[config.mk]
export PLATFORM = sky130hd
export DESIGN_NAME = four_channel_bridge_pwm
export DESIGN_NICKNAME = d
export VERILOG_FILES = /design/src/hw/dead_time_gate.v /design/src/hw/four_channel_bridge_pwm.v
export VERILOG_INCLUDE_DIRS = /design/src /design/src/hw
export SDC_FILE = /design/constraint.sdc
export NUM_CORES = 1
export LEC_CHECK = 0
export BUFFER_PORTS_ARGS = -buffer_cell sky130_fd_sc_hd__buf_2
export CAP_MARGIN = 10
export CORE_MARGIN = 2
export CORE_UTILIZATION = 61
export CTS_BUF_LIST = sky130_fd_sc_hd__clkbuf_4 sky130_fd_sc_hd__clkbuf_8
export DETAILED_ROUTE_END_ITERATION = 10
export PLACE_DENSITY_LB_ADDON = 0.3
export SETUP_SLACK_MARGIN = 0.05
export SLEW_MARGIN = 10
export SYNTH_ARGS = -nofsm -noshare
export SYNTH_HDL_FRONTEND = slang
export SYNTH_SLANG_ARGS = --single-unit
[constraint.sdc]
create_clock -name ref_clk -period 6.2 [get_ports ref_clk]
set_input_delay 1.24 -clock ref_clk [delete_from_list [all_inputs] [get_ports ref_clk]]
set_output_delay 1.24 -clock ref_clk [all_outputs]
set_load 0.03 [all_outputs]
[src/hw/pwm_bridge_map.vh]
// Register indices, field positions, reset values and timing constants of the bridge PWM
`ifndef PWM_BRIDGE_MAP_VH
`define PWM_BRIDGE_MAP_VH

// ****************************************************************
// Register indices on the write port
// ****************************************************************
`define IDX_CONFIG        6'h24
`define IDX_DUTY_ONE      6'h25
`define IDX_DUTY_TWO      6'h26
`define IDX_DUTY_THREE    6'h27
`define IDX_DUTY_FOUR     6'h28

// ****************************************************************
// Configuration register fields
// ****************************************************************
`define CFG_TOP_MSB       11
`define CFG_TOP_LSB       0
`define CFG_MODE_BASE     16
`define CFG_MODE_STRIDE   4
`define CFG_ALIGN_MSB     33
`define CFG_ALIGN_LSB     32
`define CFG_POL_LOW       40
`define CFG_POL_HIGH      41
`define CFG_POL_AB        42
`define CFG_POL_B         43
`define CFG_POL_CENTER    44
`define CFG_POL_A         45
`define CFG_POL_ZERO      46
`define CFG_DT_LOW_MSB    55
`define CFG_DT_LOW_LSB    48
`define CFG_DT_HIGH_MSB   63
`define CFG_DT_HIGH_LSB   56
`define DUTY_MSB          11

// ****************************************************************
// Reset values
// ****************************************************************
`define CONFIG_RESET      64'h0000_0000_0000_0000
`define DUTY_RESET        12'h000
`define COUNT_ZERO        12'h000

// ****************************************************************
// Alignment and chopper mode codes
// ****************************************************************
`define ALIGN_LEFT        2'h0
`define ALIGN_RIGHT       2'h1
`define ALIGN_CENTER      2'h2
`define MODE_OFF          3'h0
`define MODE_COMPL        3'h1
`define MODE_HIGH_ONLY    3'h2
`define MODE_LOW_ONLY     3'h3

// ****************************************************************
// Dead time timing: ticks in 10 ns units, clock period 50 ns
// ****************************************************************
`define CLK_PERIOD_NS     50
`define DT_TICK_NS        10
`define DT_TICKS_PER_CLK  (`CLK_PERIOD_NS / `DT_TICK_NS)

`endif

[src/hw/dead_time_gate.v]
// One gate output with break-before-make delay on switch-on and selectable polarity
`include "pwm_bridge_map.vh"
module dead_time_gate #(
   parameter DT_WIDTH = 8
) (
   // Clock and reset
   input  wire                ref_clk,
   input  wire                nrst,
   // Control
   input  wire                want_on,
   input  wire [DT_WIDTH-1:0] dead_ticks,
   input  wire                invert,
   // Gate pin
   output reg                 gate_out
);

   localparam CW = DT_WIDTH + 3;
   localparam integer  STEP_FULL = `DT_TICKS_PER_CLK;
   localparam [CW-1:0] STEP      = STEP_FULL[CW-1:0];

   reg  [CW-1:0] elapsed;
   reg           next_on;
   wire          done;

   // Elapsed time has covered the dead time
   assign done = (elapsed >= {3'h0, dead_ticks});

   // Switch-on waits out the dead time, switch-off is immediate
   always @* begin
      next_on = want_on & done;
   end

   // Dead time counter in 10 ns units and registered pin
   always @(posedge ref_clk or negedge nrst) begin
      if (!nrst) begin
         elapsed  <= {CW{1'b0}};
         gate_out <= 1'b0;
      end else begin
         if (!want_on) begin
            elapsed <= {CW{1'b0}};
         end else if (!done) begin
            elapsed <= elapsed + STEP;
         end
         gate_out <= next_on ^ invert;
      end
   end

endmodule // dead_time_gate

[src/hw/four_channel_bridge_pwm.v]
// Four-channel bridge PWM: shared counter, duty registers, chopper, dead time, trigger pulses
//
// Summary of operation
// - Each channel keeps a 12-bit on-time register; counter top is programmable too.
// - Each channel has a 3-bit chopper mode at config bits 18:16..30:28.
// - One 2-bit alignment field applies to all four channels alike.
// - Config bit 40 inverts all low-side gates, bit 41 all high-side gates.
// - Bits 42..46 set polarity of AB, B, center, A and zero pulses.
// - Low-side gates wait bits 55:48 ticks of 10 ns before switching on.
// - High-side gates wait bits 63:56 ticks of 10 ns before switching on.
`include "pwm_bridge_map.vh"

module four_channel_bridge_pwm #(
   parameter CH       = 4,
   parameter CW       = 12,
   parameter DT_WIDTH = 8
) (
   // Clock and reset
   input  wire          ref_clk,
   input  wire          nrst,
   // Network-side register write port
   input  wire          net_wr_en,
   input  wire [5:0]    net_wr_index,
   input  wire [63:0]   net_wr_data,
   // Host-side register write port
   input  wire          host_wr_en,
   input  wire [5:0]    host_wr_index,
   input  wire [63:0]   host_wr_data,
   // Trigger pulse positions
   input  wire [CW-1:0] pulse_a_pos,
   input  wire [CW-1:0] pulse_b_pos,
   // Gate outputs, bit n is channel n+1
   output wire [CH-1:0] gate_high,
   output wire [CH-1:0] gate_low,
   // Trigger pulse outputs
   output reg           pulse_zero,
   output reg           pulse_center,
   output reg           pulse_a,
   output reg           pulse_b,
   output reg           pulse_ab,
   // Counter state
   output reg  [CW-1:0] pwm_count,
   output reg           count_down
);

   // ****************************************************************
   // Register write port
   // ****************************************************************

   reg  [63:0]      pwm_unit_config;
   reg  [CW-1:0]    duty [0:CH-1];
   reg              wr_en;
   reg  [5:0]       wr_index;
   reg  [63:0]      wr_data;
   integer          i;

   // Network side wins when both ports write in the same cycle
   always @* begin
      wr_en    = net_wr_en | host_wr_en;
      wr_index = net_wr_en ? net_wr_index : host_wr_index;
      wr_data  = net_wr_en ? net_wr_data : host_wr_data;
   end

   // Maps a register index to a duty channel, CH when not a duty register
   function [2:0] duty_slot;
      input [5:0] idx;
      begin
         case (idx)
            `IDX_DUTY_ONE:   duty_slot = 3'h0;
            `IDX_DUTY_TWO:   duty_slot = 3'h1;
            `IDX_DUTY_THREE: duty_slot = 3'h2;
            `IDX_DUTY_FOUR:  duty_slot = 3'h3;
            default:         duty_slot = 3'h4;
         endcase
      end
   endfunction

   // Configuration and duty storage, write-only from software
   always @(posedge ref_clk or negedge nrst) begin
      if (!nrst) begin
         pwm_unit_config <= `CONFIG_RESET;
         for (i = 0; i < CH; i = i + 1) begin
            duty[i] <= `DUTY_RESET;
         end
      end else if (wr_en) begin
         if (wr_index == `IDX_CONFIG) begin
            pwm_unit_config <= wr_data;
         end
         for (i = 0; i < CH; i = i + 1) begin
            if (duty_slot(wr_index) == i[2:0]) begin
               duty[i] <= wr_data[`DUTY_MSB:0];
            end
         end
      end
   end

   // ****************************************************************
   // Configuration fields
   // ****************************************************************

   wire [CW-1:0]       top_value;
   wire [1:0]          align;
   wire                pol_low;
   wire                pol_high;
   wire [DT_WIDTH-1:0] dt_low;
   wire [DT_WIDTH-1:0] dt_high;

   assign top_value = pwm_unit_config[`CFG_TOP_MSB:`CFG_TOP_LSB];
   assign align     = pwm_unit_config[`CFG_ALIGN_MSB:`CFG_ALIGN_LSB];
   assign pol_low   = pwm_unit_config[`CFG_POL_LOW];
   assign pol_high  = pwm_unit_config[`CFG_POL_HIGH];
   assign dt_low    = pwm_unit_config[`CFG_DT_LOW_MSB:`CFG_DT_LOW_LSB];
   assign dt_high   = pwm_unit_config[`CFG_DT_HIGH_MSB:`CFG_DT_HIGH_LSB];

   // ****************************************************************
   // Shared counter
   // ****************************************************************

   reg  [CW-1:0] next_count;
   reg           next_down;
   wire          centered;

   assign centered = (align == `ALIGN_CENTER) | (align == 2'h3);

   // Sawtooth for edge alignment, up/down triangle for center alignment
   always @* begin
      next_count = pwm_count;
      next_down  = 1'b0;
      if (top_value == `COUNT_ZERO) begin
         next_count = `COUNT_ZERO;
      end else if (!centered) begin
         next_count = (pwm_count >= top_value) ? `COUNT_ZERO : pwm_count + 1'b1;
      end else if (!count_down) begin
         next_count = (pwm_count >= top_value) ? pwm_count - 1'b1 : pwm_count + 1'b1;
         next_down  = (pwm_count + 1'b1 >= top_value) | (pwm_count >= top_value);
      end else begin
         next_count = pwm_count - 1'b1;
         next_down  = (pwm_count > 12'h001);
      end
   end

   // Counter and direction flops
   always @(posedge ref_clk or negedge nrst) begin
      if (!nrst) begin
         pwm_count  <= `COUNT_ZERO;
         count_down <= 1'b0;
      end else begin
         pwm_count  <= next_count;
         count_down <= next_down;
      end
   end

   // ****************************************************************
   // Trigger pulses
   // ****************************************************************

   // One-cycle events at zero, top, and the A and B positions
   always @(posedge ref_clk or negedge nrst) begin
      if (!nrst) begin
         pulse_zero   <= 1'b0;
         pulse_center <= 1'b0;
         pulse_a      <= 1'b0;
         pulse_b      <= 1'b0;
         pulse_ab     <= 1'b0;
      end else begin
         pulse_zero   <= (next_count == `COUNT_ZERO) ^ pwm_unit_config[`CFG_POL_ZERO];
         pulse_center <= (next_count == top_value) ^ pwm_unit_config[`CFG_POL_CENTER];
         pulse_a      <= (next_count == pulse_a_pos) ^ pwm_unit_config[`CFG_POL_A];
         pulse_b      <= (next_count == pulse_b_pos) ^ pwm_unit_config[`CFG_POL_B];
         pulse_ab     <= ((next_count == pulse_a_pos) | (next_count == pulse_b_pos))
                         ^ pwm_unit_config[`CFG_POL_AB];
      end
   end

   // ****************************************************************
   // Channels: compare, chopper, dead time
   // ****************************************************************

   genvar g;
   generate
      for (g = 0; g < CH; g = g + 1) begin : chan
         wire [2:0] mode;
         reg        active;
         reg        want_high;
         reg        want_low;

         assign mode = pwm_unit_config[`CFG_MODE_BASE + g*`CFG_MODE_STRIDE +: 3];

         // On-phase from the shared counter under the common alignment
         always @* begin
            if (align == `ALIGN_RIGHT) begin
               active = ((top_value - pwm_count) < duty[g]);
            end else begin
               active = (pwm_count < duty[g]);
            end
         end

         // Chopper mode picks which gates follow the on-phase
         always @* begin
            case (mode)
               `MODE_COMPL: begin
                  want_high = active;
                  want_low  = ~active;
               end
               `MODE_HIGH_ONLY: begin
                  want_high = active;
                  want_low  = 1'b0;
               end
               `MODE_LOW_ONLY: begin
                  want_high = 1'b0;
                  want_low  = active;
               end
               default: begin
                  want_high = 1'b0;
                  want_low  = 1'b0;
               end
            endcase
         end

         // High-side gate with its own dead time and polarity
         dead_time_gate #(
            .DT_WIDTH (DT_WIDTH)
         ) u_high (
            .ref_clk    (ref_clk),
            .nrst       (nrst),
            .want_on    (want_high),
            .dead_ticks (dt_high),
            .invert     (pol_high),
            .gate_out   (gate_high[g])
         );

         // Low-side gate with its own dead time and polarity
         dead_time_gate #(
            .DT_WIDTH (DT_WIDTH)
         ) u_low (
            .ref_clk    (ref_clk),
            .nrst       (nrst),
            .want_on    (want_low),
            .dead_ticks (dt_low),
            .invert     (pol_low),
            .gate_out   (gate_low[g])
         );
      end
   endgenerate

endmodule // four_channel_bridge_pwm

-- Word-level counts from Yosys, hierarchy flattened
Index checks and enable logic that the tools add are counted.
- add/subtract/negate cells: 11
- muxes and demuxes: 40
- reduce and logical (&&, ||, !) cells: 12
- order comparisons: 19
- equal/unequal tests: 34
- bitwise logic cells: 29
- operators with widths (kind ; number):
    $mux 11 ; 16
    $lt 12x12->1 ; 8
    $add 11x3->11 const B ; 8
    $ge 11x8->1 ; 8
    $mux 64 ; 1
    $mux 12 ; 5
    $eq 12x12->1 ; 3
    $eq 3x2->1 const B ; 10
    $eq 6x6->1 const B ; 5
    $ge 12x12->1 ; 2
    $logic_not 12->1 ; 2
    $ne 2x2->1 const B ; 8
    $eq 3x1->1 const B ; 5
    $xor 1x1->1 ; 13
    $add 12x1->12 const B ; 1
    $gt 12x1->1 const B ; 1
    $pmux 3 s4 ; 1
    $sub 12x1->12 const B ; 1
    $sub 12x12->12 ; 1
    $mux 1 ; 11
    $reduce_and 2->1 ; 5
    $and 1x1->1 ; 8
    $pmux 1 s2 ; 4
    $reduce_or 2->1 ; 4
    7 further kinds ; 14
- input port bits: 168
- word-level logic and storage cells: 173
- output and inout bits: 26
- register bits after elaboration: 226

-- Logic depth before layout (Yosys ltp)
- word-level depth: 8
- gate-level depth with buffers: 22
- mapped depth without buffers: 21

-- Cells and area by module
From an unflattened synthesis, not the netlist that was laid out.
- cells, all modules: 1621
- area total of the unflattened synthesis: 14575.2 um^2
- by module, submodules not included (module ; cells an instance ; area an instance (um^2) ; times used):
    four_channel_bridge_pwm ; 981 ; 8639.5 ; 1
    dead_time_gate ; 80 ; 742.0 ; 8

-- Least setup slack after synthesis
OpenSTA, ideal clock, no wires.
- kind: register -> register
- start: register pwm_count[1]
- end: register chan[3].u_low.elapsed[9]
- arrival time: 4.495 ns
- buffers on the path: 1
- data required time: 6.064 ns
- cell stages (with the launch flop): 20
- setup time: 0.136 ns
- setup slack: 1.570 ns
- clock period less this slack: 4.630 ns
- cell sequence: dfrtp_1 -> inv_1 -> ha_1 -> nor2b_1 -> o21ai_0 -> a21boi_0 -> o21ai_0 -> a21boi_0 -> o21ai_0 -> a21boi_0 -> o21ai_0 -> a211oi_1 -> xor2_1 -> ha_1 -> and3_1 -> a2111oi_0 -> o2bb2ai_1 -> xor2_1 -> clkbuf_1 -> nor3b_1
- word-level cells in the longest chain between the ends: 6
- elaborated cells on any way between the ends: 8
- those cells by class: add/sub (1); order compare (2); eq/ne (1); mux (3); bitwise (1)
- ends and longest elaborated chain (item ; line ; RTL):
    start: declaration ; four_channel_bridge_pwm.v:42 ; output reg [CW-1:0] pwm_count,
    start signal: assignment ; four_channel_bridge_pwm.v:145 ; pwm_count <= `COUNT_ZERO;
    start signal: assignment ; four_channel_bridge_pwm.v:148 ; pwm_count <= next_count;
    $sub 12x12->12 ; four_channel_bridge_pwm.v:192 ; active = ((top_value - pwm_count) < duty[g]);
    $lt 12x12->1 ; four_channel_bridge_pwm.v:192 ;
    $mux 1 * ; four_channel_bridge_pwm.v:191 ; if (align == `ALIGN_RIGHT) begin
    $not 1->1 ; four_channel_bridge_pwm.v:203 ; want_low = ~active;
    $pmux 1 s2 * ; four_channel_bridge_pwm.v:200 ; case (mode)
    $ne 2x2->1 (no line) / $mux 11 (equally long branches) ; -- ;
    end signal: assignment ; dead_time_gate.v:36 ; elapsed <= {CW{1'b0}};
    end signal: assignment ; dead_time_gate.v:40 ; elapsed <= {CW{1'b0}};
    end signal: assignment ; dead_time_gate.v:42 ; elapsed <= elapsed + STEP;
    end: declaration ; dead_time_gate.v:21 ; reg [CW-1:0] elapsed;
Every way passes the cells marked *; elsewhere a longest branch is shown, timed or not.
A chain may end at the register's enable or synchronous reset.

-- Worst setup path in the final report
- start: register pwm_count[2]
- end: register chan[2].u_low.elapsed[5]
- word-level cells in the longest chain between the ends: 6
- elaborated cells on any way between the ends: 8
- those cells by class: add/sub (1); order compare (2); eq/ne (1); mux (3); bitwise (1)
- ends and longest elaborated chain (item ; line):
    $sub 12x12->12 ; four_channel_bridge_pwm.v:192
    $lt 12x12->1 ; four_channel_bridge_pwm.v:192
    $mux 1 * ; four_channel_bridge_pwm.v:191
    $not 1->1 ; four_channel_bridge_pwm.v:203
    $pmux 1 s2 * ; four_channel_bridge_pwm.v:200
    $ne 2x2->1 (no line) / $mux 11 (equally long branches) ; --
    end signal: assignment ; dead_time_gate.v:36
    end signal: assignment ; dead_time_gate.v:40
    end signal: assignment ; dead_time_gate.v:42
    end: declaration ; dead_time_gate.v:21
Marked as above.

==> impl_metrics.env <==
export IMPL_run_status="finished clean"
export IMPL_fin_area_sq_um=16600
export IMPL_tns_ns=0
export IMPL_whs_ns=0.461
export IMPL_max_freq_mhz=183
export IMPL_clk_pin_slew_ns=0.06
export IMPL_cp_common_cell="o21ai_0"
export IMPL_worstPathCellList="inv_1, ha_1, o21ai_0, a21boi_0, o21ai_0, a21boi_0, o21ai_0, a21boi_0, o21ai_0, nor2b_1, xnor2_1, ha_1, a211o_1, nor3_1, a21oi_1, a41oi_1, or4_1, a211o_1, a21oi_1"
export IMPL_place_port_buffers=163
export IMPL_grtUsageTotal_pct=27.2
export IMPL_cts_root_buf="clkbuf_8"
export IMPL_max_slew_margin_pct=31.3
export IMPL_crit_arrival_ns=5.90
export IMPL_worst_slack_ns=0.734
export IMPL_dp_final_hpwl_mm=26.0
export IMPL_leakage_nw=7.96
export IMPL_chipHeight_um=159
export IMPL_hold_class="flop to flop"
export IMPL_wl_mm=34.6
export IMPL_layout_min_cycle_time_ns=5.47
export IMPL_startpoint_type="flop"
export IMPL_first_iter_violations=722
export IMPL_synth_commonest_cells="dfrtp_1, ha_1, nor2_1"
export IMPL_postPlaceCellArea_sq_um=15700
export IMPL_fin_nets=2100
export IMPL_rsz0062_at_grt="false"
export IMPL_critPathKind="flop to flop"
export IMPL_async_flop_share_pct=100
export IMPL_yosysTopAreaCell="dfrtp_1"
export IMPL_ys_types=85
export IMPL_dr_pass1_iters=6
export IMPL_synth_top_area_share_pct=35.9
export IMPL_cts_resized=0
export IMPL_die_x_um=159
export IMPL_gp_congestion=0.949
export IMPL_core_area_sq_um=23500
export IMPL_htreeDepth=2
export IMPL_post_drt_wl_per_cell_um=16.5
export IMPL_clock_latency_ns=0.53
export IMPL_layout_drive_gt1_share_pct=16.4
export IMPL_rows=56
export IMPL_grt_pass1_wl_mm=57.6
export IMPL_cts_hold_buf=0
export IMPL_tightest_slew_ns=1.03
export IMPL_synth_fp_nets=1944
export IMPL_critPathSlowestCell="dfrtp_1"
export IMPL_yosys_warnings=0
export IMPL_viasPerCell=5.81
export IMPL_via_count=12140
export IMPL_finalMaxSlewViolations=0
export IMPL_antenna_found_initial=0
export IMPL_syn_inst=1588
export IMPL_grt_max_degree=124
export IMPL_io_pins=194
export IMPL_cts_path_max_buffers=3
export IMPL_dieArea_sq_um=25400
export IMPL_yosysMostFrequentCell="dfrtp_1"
export IMPL_start_util_pct=62.5
export IMPL_antenna_left=0
export IMPL_cts_sinks=211
export IMPL_syn_cell_area_sq_um=14700
export IMPL_grt_ovfl_total=0
export IMPL_grt_pass1_vias=11892
export IMPL_clock_skew_final_ns=0.0130
export IMPL_synth_area_top_cells="dfrtp_1, ha_1, xnor2_1, nor2_1, a21oi_1"
export IMPL_ir_drop_uv=226
export IMPL_numCtsBuffers=37
export IMPL_powerDensity_nw_per_um2=483
export IMPL_drc=0
export IMPL_worst_setup_path_end_kind="flop"
export IMPL_n_antenna_cell=0
export IMPL_synth_top_flop_cell="dfrtp_1"
export IMPL_required_ns=6.64
export IMPL_cts_setup_buffers=0
export IMPL_cts_tree="yes"
export IMPL_synthToLayoutAreaGrowth_pct=12.8
export IMPL_finalSetupViolCount=0
export IMPL_hold_viol=0
export IMPL_slowest_delay_ns=0.69
export IMPL_crit_fanout=14
export IMPL_synth_area_per_cell_sq_um=9.26
export IMPL_drv_cap=0
export IMPL_ys_ff_latch=211
export IMPL_pre_cts_ws_ns=0.852
export IMPL_synth_edf_count=0
export IMPL_seq_area_frac_synth_pct=35.9
export IMPL_finalCritPeriodShare_pct=88.2
[worst max-delay path: cells and delay by family (launching register included)]
family	cells	cell delay [ns]
buf+inv	1	0.26
fa+ha+maj	2	0.70
compound gates	12	2.48
xor+xnor	1	0.44
flops	1	0.69
simple gates	3	0.77
[registers in the layout (all words and copies together) (netlist names)]
name,count
chan.u_high.elapsed,44
chan.u_high.gate_out,4
chan.u_low.elapsed,44
chan.u_low.gate_out,4
count_down,1
duty,48
pulse_a,1
pulse_ab,1
pulse_b,1
pulse_center,1
pulse_zero,1
pwm_count,12
pwm_unit_config,49
[worst paths after layout]
check                                                     start                              endpoint  slack (ns)  depth (start not counted)
worst max-delay path                     pwm_count[2]$_DFF_PN0_  chan[2].u_low.elapsed[5]$_DFFE_PN0P_        0.73                         19
max in group asynchronous                                  nrst                  duty[19]$_DFFE_PN0P_        4.18                          2
worst max register to register           pwm_count[2]$_DFF_PN0_  chan[2].u_low.elapsed[5]$_DFFE_PN0P_        0.73                         19
worst min-delay path            pwm_unit_config[42]$_DFFE_PN0P_                    pulse_ab$_DFF_PN0_        0.46                          1
min in group asynchronous                                  nrst                pwm_count[6]$_DFF_PN0_        0.83                          1
worst min register to register  pwm_unit_config[42]$_DFFE_PN0P_                    pulse_ab$_DFF_PN0_        0.46                          1
[placed cells by master, fill, tap and decap left out, drive strengths merged, types with 59 or more instances in the layout]
cell type,Yosys,layout
dfrtp,211,211
ha,187,187
nor2,181,181
buf,17,172
inv,128,129
a21oi,121,121
xnor2,98,98
o21ai,84,84
nand2,76,76
nor3,61,61
mux2i,59,59
clkbuf,39,59
[stage by stage]
stage	util, %	instances	total power [mW]
5_1_grt	70.5	2091	8.71
6_report	70.5	2091	8.02
3_5_place_dp	66.9	2024	6.51
2_1_floorplan	-	1588	5.38
4_1_cts	70.5	2091	7.99
3_3_place_gp	66.9	2024	6.33
[power breakdown]
| group | internal, mW | switching (mW) |
|---|---|---|
| clock | 0.854 | 0.589 |
| combinational | 1.88 | 2.64 |
| sequential | 1.66 | 0.395 |
| total | 4.40 | 3.62 |
[layout make-up]
type / count / area (sq um)
inverters: 128 / 480
clock inverters: 9 / 101
multi-input cells: 1193 / 8680
well taps: 319 / 399
flip-flops and latches: 211 / 5280
fillers: 1814 / 6950
clock buffers: 58 / 748
repair buffers: 173 / 902
[cell families after synthesis]
family                   synth area share [%]
buffers and inverters                    5.14
AND/OR/NAND/NOR                          16.0
adder cells (fa/ha/maj)                  16.0
flip-flops                               35.9
AO/OA/AOI/OAI                            15.7
multiplexers                             4.17
XOR/XNOR                                 7.04
[per-layer routing]
metal | wire [um] | GRT usage, % | vias up | share of wire (%)
li1 | - | - | 5917 | -
met1 | 16100 | 38.0 | 5751 | 47
met2 | 15600 | 44.2 | 406 | 45
met3 | 2050 | 4.19 | 66 | 5.9
met4 | 782 | 7.98 | 0 | 2.3
met5 | 0 | 0 | - | 0
Power figures use the tool's default switching activity.
